===== src/design/mie_pkg.sv =====
package mie_pkg;

	// ----------------------------------------------------------------
	// Register map (byte addresses)
	// ----------------------------------------------------------------
	localparam int AXI_ADDR_W = 12;
	localparam logic [11:0] OFF_INSTR = 12'h000;
	localparam logic [11:0] OFF_ACC = 12'h004;
	localparam logic [11:0] OFF_STATUS = 12'h008;
	localparam logic [11:0] OFF_OPTION = 12'h00c;
	localparam logic [11:0] OFF_WDT = 12'h010;
	localparam logic [11:0] OFF_EXEC = 12'h014;
	localparam logic [2:0] FILE_WINDOW = 3'h1;
	localparam int FILE_WIN_LSB = 9;
	localparam int FILE_IDX_LSB = 2;

	// ----------------------------------------------------------------
	// Instruction word fields and opcodes
	// ----------------------------------------------------------------
	localparam int FILE_AW = 7;
	localparam int OPC_LSB = 8;
	localparam int OPC_W = 3;
	localparam int DEST_BIT = 7;
	localparam logic [2:0] OP_CLEAR_REGISTER = 3'h0;
	localparam logic [2:0] OP_INVERT_REGISTER = 3'h1;
	localparam logic [2:0] OP_WATCHDOG_CLEAR = 3'h2;
	localparam logic [2:0] OP_COMPARE_ACC_REG = 3'h3;
	localparam logic [2:0] OP_DECIMAL_ADJUST = 3'h4;
	localparam logic [2:0] OP_DECREMENT_SKIP_ZERO = 3'h5;
	localparam logic [2:0] OP_ADD_ACC_REG = 3'h6;

	// ----------------------------------------------------------------
	// Status and option bits
	// ----------------------------------------------------------------
	localparam int ST_C_BIT = 0;
	localparam int ST_DC_BIT = 1;
	localparam int ST_Z_BIT = 2;
	localparam int ST_PD_BIT = 3;
	localparam int ST_TO_BIT = 4;
	localparam int OPT_PSA_BIT = 0;
	localparam int EXEC_BUSY_BIT = 0;
	localparam int EXEC_SKIP_BIT = 1;
	localparam int EXEC_CYC_LSB = 4;
	localparam int WDT_PRE_LSB = 16;
	localparam logic [1:0] CYCLES_ONE = 2'h1;
	localparam logic [1:0] CYCLES_TWO = 2'h2;

	// ----------------------------------------------------------------
	// Reset values and arithmetic constants
	// ----------------------------------------------------------------
	localparam logic [7:0] ACC_RESET = 8'h00;
	localparam logic PSA_RESET = 1'b1;
	localparam logic [7:0] BYTE_ZERO = 8'h00;
	localparam logic [7:0] BYTE_ONE = 8'h01;
	localparam logic [3:0] BCD_DIGIT_MAX = 4'h9;
	localparam logic [8:0] BCD_ADJ_LO = 9'h006;
	localparam logic [8:0] BCD_ADJ_HI = 9'h060;
	localparam logic [1:0] RESP_OKAY = 2'h0;
	localparam logic [1:0] RESP_SLVERR = 2'h2;

	typedef enum logic [2:0] {
		SEL_INSTR, SEL_ACC, SEL_STATUS, SEL_OPTION, SEL_WDT, SEL_EXEC,
		SEL_FILE, SEL_NONE
	} mie_sel_type;

	typedef enum logic {ST_IDLE, ST_EXEC} mie_state_type;

endpackage


===== src/design/mie_exec_top.sv =====
// Function
// - Clear register: data zero, zero flag set
// - Invert register, zero flag from result
// - Destination bit: 0 accumulator, 1 register
// - Watchdog clear; prescaler too when assigned
// - Watchdog clear sets timeout and powerdown flags
// - Compare: register minus accumulator, Z and C
// - Compare keeps accumulator and register unchanged
// - Decimal adjust accumulator after addition, carry
// - Decrement register, route result, test zero
// - Zero result cancels next fetched instruction
// - Decrement-skip: one cycle, two when skipping
//
// Chosen here: the register addresses and the AXI4-Lite interface to the registers.
`timescale 1ns/1ns
`default_nettype none
module mie_exec_top
	import mie_pkg::*;
#(
	parameter int WDT_W = 16,
	parameter int PRE_W = 8
) (
	input wire logic mclk_in,
	input wire logic rst_n_in,
	input wire logic [AXI_ADDR_W-1:0] s_axi_awaddr_in,
	input wire logic s_axi_awvalid_in,
	output logic s_axi_awready_out,
	input wire logic [31:0] s_axi_wdata_in,
	input wire logic [3:0] s_axi_wstrb_in,
	input wire logic s_axi_wvalid_in,
	output logic s_axi_wready_out,
	output logic [1:0] s_axi_bresp_out,
	output logic s_axi_bvalid_out,
	input wire logic s_axi_bready_in,
	input wire logic [AXI_ADDR_W-1:0] s_axi_araddr_in,
	input wire logic s_axi_arvalid_in,
	output logic s_axi_arready_out,
	output logic [31:0] s_axi_rdata_out,
	output logic [1:0] s_axi_rresp_out,
	output logic s_axi_rvalid_out,
	input wire logic s_axi_rready_in
);

	if (WDT_W < 2 || WDT_W > 16 || PRE_W < 1 || PRE_W > 16) begin : g_bad_width
		$error("mie_exec_top: counter width out of range");
	end

	function automatic mie_sel_type decode(
		input logic [AXI_ADDR_W-1:0] addr);
		mie_sel_type sel;
		sel = SEL_NONE;
		if (addr == OFF_INSTR) begin
			sel = SEL_INSTR;
		end else if (addr == OFF_ACC) begin
			sel = SEL_ACC;
		end else if (addr == OFF_STATUS) begin
			sel = SEL_STATUS;
		end else if (addr == OFF_OPTION) begin
			sel = SEL_OPTION;
		end else if (addr == OFF_WDT) begin
			sel = SEL_WDT;
		end else if (addr == OFF_EXEC) begin
			sel = SEL_EXEC;
		end else if (addr[AXI_ADDR_W-1:FILE_WIN_LSB] == FILE_WINDOW &&
			addr[FILE_IDX_LSB-1:0] == 2'h0) begin
			sel = SEL_FILE;
		end
		return sel;
	endfunction

	logic [7:0] file_mem [0:(1<<FILE_AW)-1];
	mie_state_type state_reg, state_next;
	logic [7:0] acc_reg, acc_next;
	logic c_reg, c_next, dc_reg, dc_next, z_reg, z_next;
	logic to_n_reg, to_n_next, pd_n_reg, pd_n_next;
	logic psa_reg, psa_next, skip_reg, skip_next;
	logic nop_reg, nop_next;
	logic [1:0] cycles_reg, cycles_next;
	logic [2:0] op_reg, op_next;
	logic dest_reg, dest_next;
	logic [FILE_AW-1:0] addr_reg, addr_next;
	logic [WDT_W-1:0] wdt_reg, wdt_next;
	logic [PRE_W-1:0] pre_reg, pre_next;
	logic mem_we;
	logic [FILE_AW-1:0] mem_addr;
	logic [7:0] mem_data, reg_val, alu_res;
	logic alu_c, alu_dc, res_zero, wdt_tick;
	logic wr_en, wr_err, rd_err;
	logic [AXI_ADDR_W-1:0] wr_addr, rd_addr;
	logic [31:0] wr_data, rd_data;
	logic [3:0] wr_strb;
	mie_sel_type wr_sel, rd_sel;

	assign reg_val = file_mem[addr_reg];
	assign res_zero = (alu_res == BYTE_ZERO);

	mie_axil_slave u_bus (
		.mclk_in(mclk_in),
		.rst_n_in(rst_n_in),
		.s_axi_awaddr_in(s_axi_awaddr_in),
		.s_axi_awvalid_in(s_axi_awvalid_in),
		.s_axi_awready_out(s_axi_awready_out),
		.s_axi_wdata_in(s_axi_wdata_in),
		.s_axi_wstrb_in(s_axi_wstrb_in),
		.s_axi_wvalid_in(s_axi_wvalid_in),
		.s_axi_wready_out(s_axi_wready_out),
		.s_axi_bresp_out(s_axi_bresp_out),
		.s_axi_bvalid_out(s_axi_bvalid_out),
		.s_axi_bready_in(s_axi_bready_in),
		.s_axi_araddr_in(s_axi_araddr_in),
		.s_axi_arvalid_in(s_axi_arvalid_in),
		.s_axi_arready_out(s_axi_arready_out),
		.s_axi_rdata_out(s_axi_rdata_out),
		.s_axi_rresp_out(s_axi_rresp_out),
		.s_axi_rvalid_out(s_axi_rvalid_out),
		.s_axi_rready_in(s_axi_rready_in),
		.hold_in(state_reg != ST_IDLE),
		.wr_en_out(wr_en),
		.wr_addr_out(wr_addr),
		.wr_data_out(wr_data),
		.wr_strb_out(wr_strb),
		.wr_err_in(wr_err),
		.rd_addr_out(rd_addr),
		.rd_data_in(rd_data),
		.rd_err_in(rd_err)
	);

	mie_alu u_alu (
		.op_in(op_reg),
		.reg_in(reg_val),
		.acc_in(acc_reg),
		.c_in(c_reg),
		.dc_in(dc_reg),
		.result_out(alu_res),
		.c_out(alu_c),
		.dc_out(alu_dc)
	);

	// ----------------------------------------------------------------
	// Register read mux
	// ----------------------------------------------------------------
	always_comb begin
		rd_sel = decode(rd_addr);
		wr_sel = decode(wr_addr);
		wr_err = (wr_sel == SEL_NONE);
		rd_err = (rd_sel == SEL_NONE);
		rd_data = 32'h0000_0000;
		case (rd_sel)
		SEL_INSTR: begin
			rd_data[OPC_LSB+:OPC_W] = op_reg;
			rd_data[DEST_BIT] = dest_reg;
			rd_data[FILE_AW-1:0] = addr_reg;
		end
		SEL_ACC: rd_data[7:0] = acc_reg;
		SEL_STATUS: begin
			rd_data[ST_C_BIT] = c_reg;
			rd_data[ST_DC_BIT] = dc_reg;
			rd_data[ST_Z_BIT] = z_reg;
			rd_data[ST_PD_BIT] = pd_n_reg;
			rd_data[ST_TO_BIT] = to_n_reg;
		end
		SEL_OPTION: rd_data[OPT_PSA_BIT] = psa_reg;
		SEL_WDT: begin
			rd_data[WDT_W-1:0] = wdt_reg;
			rd_data[WDT_PRE_LSB+:PRE_W] = pre_reg;
		end
		SEL_EXEC: begin
			rd_data[EXEC_BUSY_BIT] = (state_reg != ST_IDLE);
			rd_data[EXEC_SKIP_BIT] = skip_reg;
			rd_data[EXEC_CYC_LSB+:2] = cycles_reg;
		end
		SEL_FILE: rd_data[7:0] = file_mem[rd_addr[FILE_IDX_LSB+:FILE_AW]];
		default: rd_data = 32'h0000_0000;
		endcase
	end

	// ----------------------------------------------------------------
	// Sequencer, execution and watchdog
	// ----------------------------------------------------------------
	always_comb begin
		state_next = state_reg;
		acc_next = acc_reg;
		c_next = c_reg;
		dc_next = dc_reg;
		z_next = z_reg;
		to_n_next = to_n_reg;
		pd_n_next = pd_n_reg;
		psa_next = psa_reg;
		skip_next = skip_reg;
		nop_next = nop_reg;
		cycles_next = cycles_reg;
		op_next = op_reg;
		dest_next = dest_reg;
		addr_next = addr_reg;
		mem_we = 1'b0;
		mem_addr = addr_reg;
		mem_data = alu_res;
		wdt_tick = !psa_reg || (pre_reg == {PRE_W{1'b1}});
		pre_next = pre_reg + 1'b1;
		wdt_next = wdt_tick ? wdt_reg + 1'b1 : wdt_reg;
		if (wdt_tick && wdt_reg == {WDT_W{1'b1}}) begin
			to_n_next = 1'b0;
		end
		case (state_reg)
		ST_IDLE: begin
			if (wr_en && wr_sel == SEL_INSTR && wr_strb[1:0] == 2'h3) begin
				op_next = wr_data[OPC_LSB+:OPC_W];
				dest_next = wr_data[DEST_BIT];
				addr_next = wr_data[FILE_AW-1:0];
				nop_next = skip_reg;
				skip_next = 1'b0;
				state_next = ST_EXEC;
			end else if (wr_en && wr_strb[0]) begin
				if (wr_sel == SEL_ACC) begin
					acc_next = wr_data[7:0];
				end else if (wr_sel == SEL_STATUS) begin
					c_next = wr_data[ST_C_BIT];
					dc_next = wr_data[ST_DC_BIT];
					z_next = wr_data[ST_Z_BIT];
					pd_n_next = wr_data[ST_PD_BIT];
				end else if (wr_sel == SEL_OPTION) begin
					psa_next = wr_data[OPT_PSA_BIT];
				end else if (wr_sel == SEL_FILE) begin
					mem_we = 1'b1;
					mem_addr = wr_addr[FILE_IDX_LSB+:FILE_AW];
					mem_data = wr_data[7:0];
				end
			end
		end
		ST_EXEC: begin
			state_next = ST_IDLE;
			cycles_next = CYCLES_ONE;
			if (nop_reg) begin
				nop_next = 1'b0;
				cycles_next = CYCLES_TWO;
			end else begin
				case (op_reg)
				OP_CLEAR_REGISTER: begin
					mem_we = 1'b1;
					z_next = 1'b1;
				end
				OP_INVERT_REGISTER, OP_DECREMENT_SKIP_ZERO,
				OP_ADD_ACC_REG: begin
					if (dest_reg) begin
						mem_we = 1'b1;
					end else begin
						acc_next = alu_res;
					end
					z_next = res_zero;
					if (op_reg == OP_ADD_ACC_REG) begin
						c_next = alu_c;
						dc_next = alu_dc;
					end
					if (op_reg == OP_DECREMENT_SKIP_ZERO && res_zero) begin
						skip_next = 1'b1;
					end
				end
				OP_WATCHDOG_CLEAR: begin
					wdt_next = '0;
					if (psa_reg) begin
						pre_next = '0;
					end
					to_n_next = 1'b1;
					pd_n_next = 1'b1;
				end
				OP_COMPARE_ACC_REG: begin
					z_next = res_zero;
					c_next = alu_c;
				end
				OP_DECIMAL_ADJUST: begin
					acc_next = alu_res;
					c_next = alu_c;
				end
				default: begin
					state_next = ST_IDLE;
				end
				endcase
			end
		end
		default: state_next = ST_IDLE;
		endcase
	end

	always_ff @(posedge mclk_in) begin
		if (mem_we) begin
			file_mem[mem_addr] <= mem_data;
		end
		if (!rst_n_in) begin
			state_reg <= ST_IDLE;
			acc_reg <= ACC_RESET;
			c_reg <= 1'b0;
			dc_reg <= 1'b0;
			z_reg <= 1'b0;
			to_n_reg <= 1'b1;
			pd_n_reg <= 1'b1;
			psa_reg <= PSA_RESET;
			skip_reg <= 1'b0;
			nop_reg <= 1'b0;
			cycles_reg <= 2'h0;
			op_reg <= OP_CLEAR_REGISTER;
			dest_reg <= 1'b0;
			addr_reg <= '0;
			wdt_reg <= '0;
			pre_reg <= '0;
		end else begin
			state_reg <= state_next;
			acc_reg <= acc_next;
			c_reg <= c_next;
			dc_reg <= dc_next;
			z_reg <= z_next;
			to_n_reg <= to_n_next;
			pd_n_reg <= pd_n_next;
			psa_reg <= psa_next;
			skip_reg <= skip_next;
			nop_reg <= nop_next;
			cycles_reg <= cycles_next;
			op_reg <= op_next;
			dest_reg <= dest_next;
			addr_reg <= addr_next;
			wdt_reg <= wdt_next;
			pre_reg <= pre_next;
		end
	end

endmodule
`default_nettype wire


===== src/design/mie_alu.sv =====
`timescale 1ns/1ns
`default_nettype none
module mie_alu
	import mie_pkg::*;
(
	input wire logic [2:0] op_in,
	input wire logic [7:0] reg_in,
	input wire logic [7:0] acc_in,
	input wire logic c_in,
	input wire logic dc_in,
	output logic [7:0] result_out,
	output logic c_out,
	output logic dc_out
);

	logic [8:0] wide;
	logic [4:0] low;

	always_comb begin
		wide = 9'h000;
		low = 5'h00;
		result_out = BYTE_ZERO;
		c_out = c_in;
		dc_out = dc_in;
		case (op_in)
		OP_CLEAR_REGISTER: begin
			result_out = BYTE_ZERO;
		end
		OP_INVERT_REGISTER: begin
			result_out = ~reg_in;
		end
		OP_COMPARE_ACC_REG: begin
			wide = {1'b0, reg_in} - {1'b0, acc_in};
			result_out = wide[7:0];
			c_out = ~wide[8];
		end
		OP_DECIMAL_ADJUST: begin
			wide = {1'b0, acc_in};
			if (acc_in[3:0] > BCD_DIGIT_MAX || dc_in) begin
				wide = wide + BCD_ADJ_LO;
			end
			if (wide[7:4] > BCD_DIGIT_MAX || c_in || wide[8]) begin
				wide = wide + BCD_ADJ_HI;
			end
			result_out = wide[7:0];
			c_out = c_in | wide[8];
		end
		OP_DECREMENT_SKIP_ZERO: begin
			result_out = reg_in - BYTE_ONE;
		end
		OP_ADD_ACC_REG: begin
			wide = {1'b0, reg_in} + {1'b0, acc_in};
			low = {1'b0, reg_in[3:0]} + {1'b0, acc_in[3:0]};
			result_out = wide[7:0];
			c_out = wide[8];
			dc_out = low[4];
		end
		default: begin
			result_out = BYTE_ZERO;
		end
		endcase
	end

endmodule
`default_nettype wire


===== src/design/mie_axil_slave.sv =====
`timescale 1ns/1ns
`default_nettype none
module mie_axil_slave
	import mie_pkg::*;
(
	input wire logic mclk_in,
	input wire logic rst_n_in,
	input wire logic [AXI_ADDR_W-1:0] s_axi_awaddr_in,
	input wire logic s_axi_awvalid_in,
	output logic s_axi_awready_out,
	input wire logic [31:0] s_axi_wdata_in,
	input wire logic [3:0] s_axi_wstrb_in,
	input wire logic s_axi_wvalid_in,
	output logic s_axi_wready_out,
	output logic [1:0] s_axi_bresp_out,
	output logic s_axi_bvalid_out,
	input wire logic s_axi_bready_in,
	input wire logic [AXI_ADDR_W-1:0] s_axi_araddr_in,
	input wire logic s_axi_arvalid_in,
	output logic s_axi_arready_out,
	output logic [31:0] s_axi_rdata_out,
	output logic [1:0] s_axi_rresp_out,
	output logic s_axi_rvalid_out,
	input wire logic s_axi_rready_in,
	input wire logic hold_in,
	output logic wr_en_out,
	output logic [AXI_ADDR_W-1:0] wr_addr_out,
	output logic [31:0] wr_data_out,
	output logic [3:0] wr_strb_out,
	input wire logic wr_err_in,
	output logic [AXI_ADDR_W-1:0] rd_addr_out,
	input wire logic [31:0] rd_data_in,
	input wire logic rd_err_in
);

	logic aw_free_reg, aw_free_next, w_free_reg, w_free_next;
	logic [AXI_ADDR_W-1:0] awaddr_reg, awaddr_next;
	logic [31:0] wdata_reg, wdata_next;
	logic [3:0] wstrb_reg, wstrb_next;
	logic bvalid_reg, bvalid_next, arready_reg, arready_next;
	logic rvalid_reg, rvalid_next;
	logic [1:0] bresp_reg, bresp_next, rresp_reg, rresp_next;
	logic [31:0] rdata_reg, rdata_next;
	logic wr_fire, ar_fire;

	assign wr_addr_out = awaddr_reg;
	assign wr_data_out = wdata_reg;
	assign wr_strb_out = wstrb_reg;
	assign wr_en_out = wr_fire;
	assign rd_addr_out = s_axi_araddr_in;
	assign s_axi_awready_out = aw_free_reg;
	assign s_axi_wready_out = w_free_reg;
	assign s_axi_bvalid_out = bvalid_reg;
	assign s_axi_bresp_out = bresp_reg;
	assign s_axi_arready_out = arready_reg;
	assign s_axi_rvalid_out = rvalid_reg;
	assign s_axi_rresp_out = rresp_reg;
	assign s_axi_rdata_out = rdata_reg;

	// ----------------------------------------------------------------
	// Write and read channels
	// ----------------------------------------------------------------
	always_comb begin
		wr_fire = !aw_free_reg && !w_free_reg && !bvalid_reg && !hold_in;
		ar_fire = s_axi_arvalid_in && arready_reg;
		aw_free_next = aw_free_reg;
		w_free_next = w_free_reg;
		awaddr_next = awaddr_reg;
		wdata_next = wdata_reg;
		wstrb_next = wstrb_reg;
		bvalid_next = bvalid_reg;
		bresp_next = bresp_reg;
		rvalid_next = rvalid_reg;
		rresp_next = rresp_reg;
		rdata_next = rdata_reg;
		if (aw_free_reg && s_axi_awvalid_in) begin
			aw_free_next = 1'b0;
			awaddr_next = s_axi_awaddr_in;
		end
		if (w_free_reg && s_axi_wvalid_in) begin
			w_free_next = 1'b0;
			wdata_next = s_axi_wdata_in;
			wstrb_next = s_axi_wstrb_in;
		end
		if (wr_fire) begin
			bvalid_next = 1'b1;
			bresp_next = wr_err_in ? RESP_SLVERR : RESP_OKAY;
		end
		if (bvalid_reg && s_axi_bready_in) begin
			bvalid_next = 1'b0;
			aw_free_next = 1'b1;
			w_free_next = 1'b1;
		end
		if (ar_fire) begin
			rvalid_next = 1'b1;
			rdata_next = rd_err_in ? 32'h0000_0000 : rd_data_in;
			rresp_next = rd_err_in ? RESP_SLVERR : RESP_OKAY;
		end
		if (rvalid_reg && s_axi_rready_in) begin
			rvalid_next = 1'b0;
		end
		arready_next = !rvalid_next;
	end

	always_ff @(posedge mclk_in) begin
		if (!rst_n_in) begin
			aw_free_reg <= 1'b1;
			w_free_reg <= 1'b1;
			awaddr_reg <= '0;
			wdata_reg <= 32'h0000_0000;
			wstrb_reg <= 4'h0;
			bvalid_reg <= 1'b0;
			bresp_reg <= RESP_OKAY;
			arready_reg <= 1'b1;
			rvalid_reg <= 1'b0;
			rresp_reg <= RESP_OKAY;
			rdata_reg <= 32'h0000_0000;
		end else begin
			aw_free_reg <= aw_free_next;
			w_free_reg <= w_free_next;
			awaddr_reg <= awaddr_next;
			wdata_reg <= wdata_next;
			wstrb_reg <= wstrb_next;
			bvalid_reg <= bvalid_next;
			bresp_reg <= bresp_next;
			arready_reg <= arready_next;
			rvalid_reg <= rvalid_next;
			rresp_reg <= rresp_next;
			rdata_reg <= rdata_next;
		end
	end

endmodule
`default_nettype wire


===== config.mk =====
export PLATFORM = sky130hd
export DESIGN_NAME = mie_exec_top
export DESIGN_NICKNAME = d
export VERILOG_FILES = /design/src/design/mie_pkg.sv /design/src/design/mie_exec_top.sv /design/src/design/mie_alu.sv /design/src/design/mie_axil_slave.sv
export SDC_FILE = /design/constraint.sdc
export NUM_CORES = 2
export LEC_CHECK = 0
export BUFFER_PORTS_ARGS = -buffer_cell sky130_fd_sc_hd__buf_2
export CAP_MARGIN = 30
export CORE_MARGIN = 2
export CORE_UTILIZATION = 50
export CTS_CLUSTER_DIAMETER = 50
export DETAILED_ROUTE_END_ITERATION = 12
export PLACE_DENSITY_LB_ADDON = 0.2
export SYNTH_ARGS = -nofsm -noshare
export SYNTH_HDL_FRONTEND = slang
export SYNTH_HIERARCHICAL = 1
export SYNTH_SLANG_ARGS = --single-unit

===== constraint.sdc =====
create_clock -name mclk_in -period 7.2 [get_ports mclk_in]
set_input_delay 0.36 -clock mclk_in [delete_from_list [all_inputs] [get_ports mclk_in]]
set_output_delay 0.36 -clock mclk_in [all_outputs]
set_load 0.01 [all_outputs]

==> metrics.md <==
| Metric | Value |
|---|---|
| Max Cap Viol | 0 |
| Power per cell area | 228.8 nW/um2 |
| Setup WS post-layout | 826.8 ps |
| Hold buffers post-CTS | 27 |
| Post-DRT Antenna Nets | 0 |
| Leakage | 19.92 nW |
| Num CTS Buffers | 132 |
| Layout net count | 3458 |
| Hold WC Path Type | in2reg |
| Post-DP HPWL | 114.0 mm |
| Slew of the pin with the lowest slew margin | 1131 ps |
| Cell Area, Placed | 58520 um2 |
| Critical path arrival | 6780 ps |
| Vias per Instance | 6.816 |
| Number of DRC markers in iteration 0 | 4425 |
| Multi-input logic area | 21470 um2 |
| IR drop worst, VDD | 0.0002487 V |
| Starting Density | 0.5045 |
| Post-Syn Area | 55910 um2 |
| Worst Path Max Fanout | 78 |
| RSZ-0062 raised after global routing | false |
| H-tree Lvls | 4 |
| CTS root buf | clkbuf_16 |
| Largest net degree at the start of global routing | 121 |
| Hold slack | 62.87 ps |
| Final TNS setup | 0 ps |
| Non-Filler Instances | 4966 |
| Clk sink count | 1149 |
| Fin crit period | 6373 ps |
| Placed cells | 4686 |
| Design Area, Final | 63190 um2 |
| Setup repair bufs after CTS | 0 |
| TritonRoute pass-1 iters | 7 |
| Vias | 33850 |
| Remaining routing DRC violations | 0 |
| Worst rel slew slack | 0.2360 |
| DP Worst Slack | 1011 ps |
| CTS resizes | 0 |
| Setup CP Type | reg2reg |
| Mapped Cells | 3246 |
| Initial antenna violation count | 9 |
| Final clock skew | 34.15 ps |
| Number of global-route vias before repair | 33650 |
| Fraction of layout cells with a size suffix above 1 | 0.3144 |
| CP startpoint kind | flop |
| Die H | 338.4 um |
| Final setup fails | 0 |
| Storage cell area | 33270 um2 |
| Yosys warning count | 6 |
| Remaining Overflow, GRT | 0 |
| Clock Path Buffers | 3 |
| GPL Wtd Cong | 0.9323 |
| Core area | 110800 um2 |
| Max reg flops | 1024 |
| Slew Viols, Final | 0 |
| Final hold violation count | 0 |
| Critical Path Sink Type | flop |
| Die ar. | 114500 um2 |
| Avg Cell Area, Syn | 17.22 um2 |
| Worst-path clk slew | 60 ps |
| CTS tree | built |
| Row Count | 122 |
| WL per Instance | 33.84 um |
| Achievable Freq | 156.9 MHz |
| Filler Cell Count | 8342 |
| Total track usage | 0.2952 |
| Top-level port count | 108 |
| Final Routed Wirelength | 168.1 mm |
| Syn-to-layout area delta | 13.03% |
| Port-buffer cells | 82 |
| Outcome | finished, final reports clean |
| Clk_lat worst skew | 750 ps |
| Required time worst endpoint | 7610 ps |
| First-pass GRT wire length | 243.5 mm |
| Width of the die | 338.4 um |
| Final worst-path cycle share | 0.8852 |
-- through the flow --
stage          power, W    util
3_5_place_dp   0.007877  0.5281
3_3_place_gp   0.007870  0.5240
6_report        0.01446  0.5702
4_1_cts         0.01453  0.5696
2_1_floorplan  0.007699       -
5_1_grt         0.01480  0.5702
-- layout by cell type, fill, tap and decap left out, drive strengths merged, types with 9 or more instances in the layout --
master	count
nand4	13
and2	22
dlygate4sd3	27
a31oi	27
nor4	20
bufinv	12
buf	224
nand2	121
conb	10
o22ai	11
nor2	215
mux2	31
and4b	33
dfxtp	125
nor3	26
mux2i	86
xnor2	16
a21boi	62
edfxtp	1024
mux4	593
clkbuf	164
and3	38
xor2	14
a21oi	62
o21ai	53
nand3	33
clkinv	47
nor2b	50
o21a	63
inv	41
a22oi	26
a211oi	9
ha	21
o211ai	13
nand2b	21
-- power by group --
| group | internal (W) | leakage, nW | switching (W) |
|---|---|---|---|
| Combinational | 0.000235 | 7.54 | 0.000331 |
| Clock | 0.00395 | 2.10 | 0.00276 |
| Sequential | 0.00716 | 10.3 | 0.0000288 |
-- critical path: stages (launching register included) --
cell	delay (ps)
dfxtp_4	440
buf_12	290
buf_4	340
mux4_2	590
mux4_2	620
mux4_2	490
mux2_2	370
ha_1	430
inv_2	70
a21oi_1	230
o21bai_1	140
a221oi_1	430
o221ai_1	200
a221o_1	410
nand2_1	120
nand2_4	360
buf_12	340
-- metal layers --
| layer | share of wire | global-route usage | up-vias |
|---|---|---|---|
| met4 | 0.047 | 0.1253 | 8 |
| met1 | 0.38 | 0.4064 | 17730 |
| met3 | 0.11 | 0.06475 | 348 |
| met2 | 0.47 | 0.4587 | 2021 |
| li1 | - | - | 13740 |
| met5 | 0.00032 | 0 | - |
-- path summary, 6_finish.rpt --
kind         cells after the start  slack, ps                      from                  endpoint
min reg2reg                      2        470  u_bus/s_axi_bresp_out[1]  u_bus/s_axi_bresp_out[1]
min                              2         60           s_axi_wvalid_in    u_bus/s_axi_wready_out
max                             16        830                      flop           file_mem[71][6]
max reg2reg                     16        830                      flop           file_mem[71][6]
-- cell type report --
| cell class | instances | area share |
|---|---|---|
| diodes | 2 | 0.00007920 |
| flip-flops and latches | 1149 | 0.5265 |
| repair buffers | 251 | 0.03410 |
| clock inverters | 78 | 0.01249 |
| clock buffers | 164 | 0.05601 |
| inverters | 29 | 0.001723 |
| multi-input cells | 1805 | 0.3397 |
| well taps | 1488 | 0.02946 |
No activity file was read; power rests on OpenSTA's default activity.
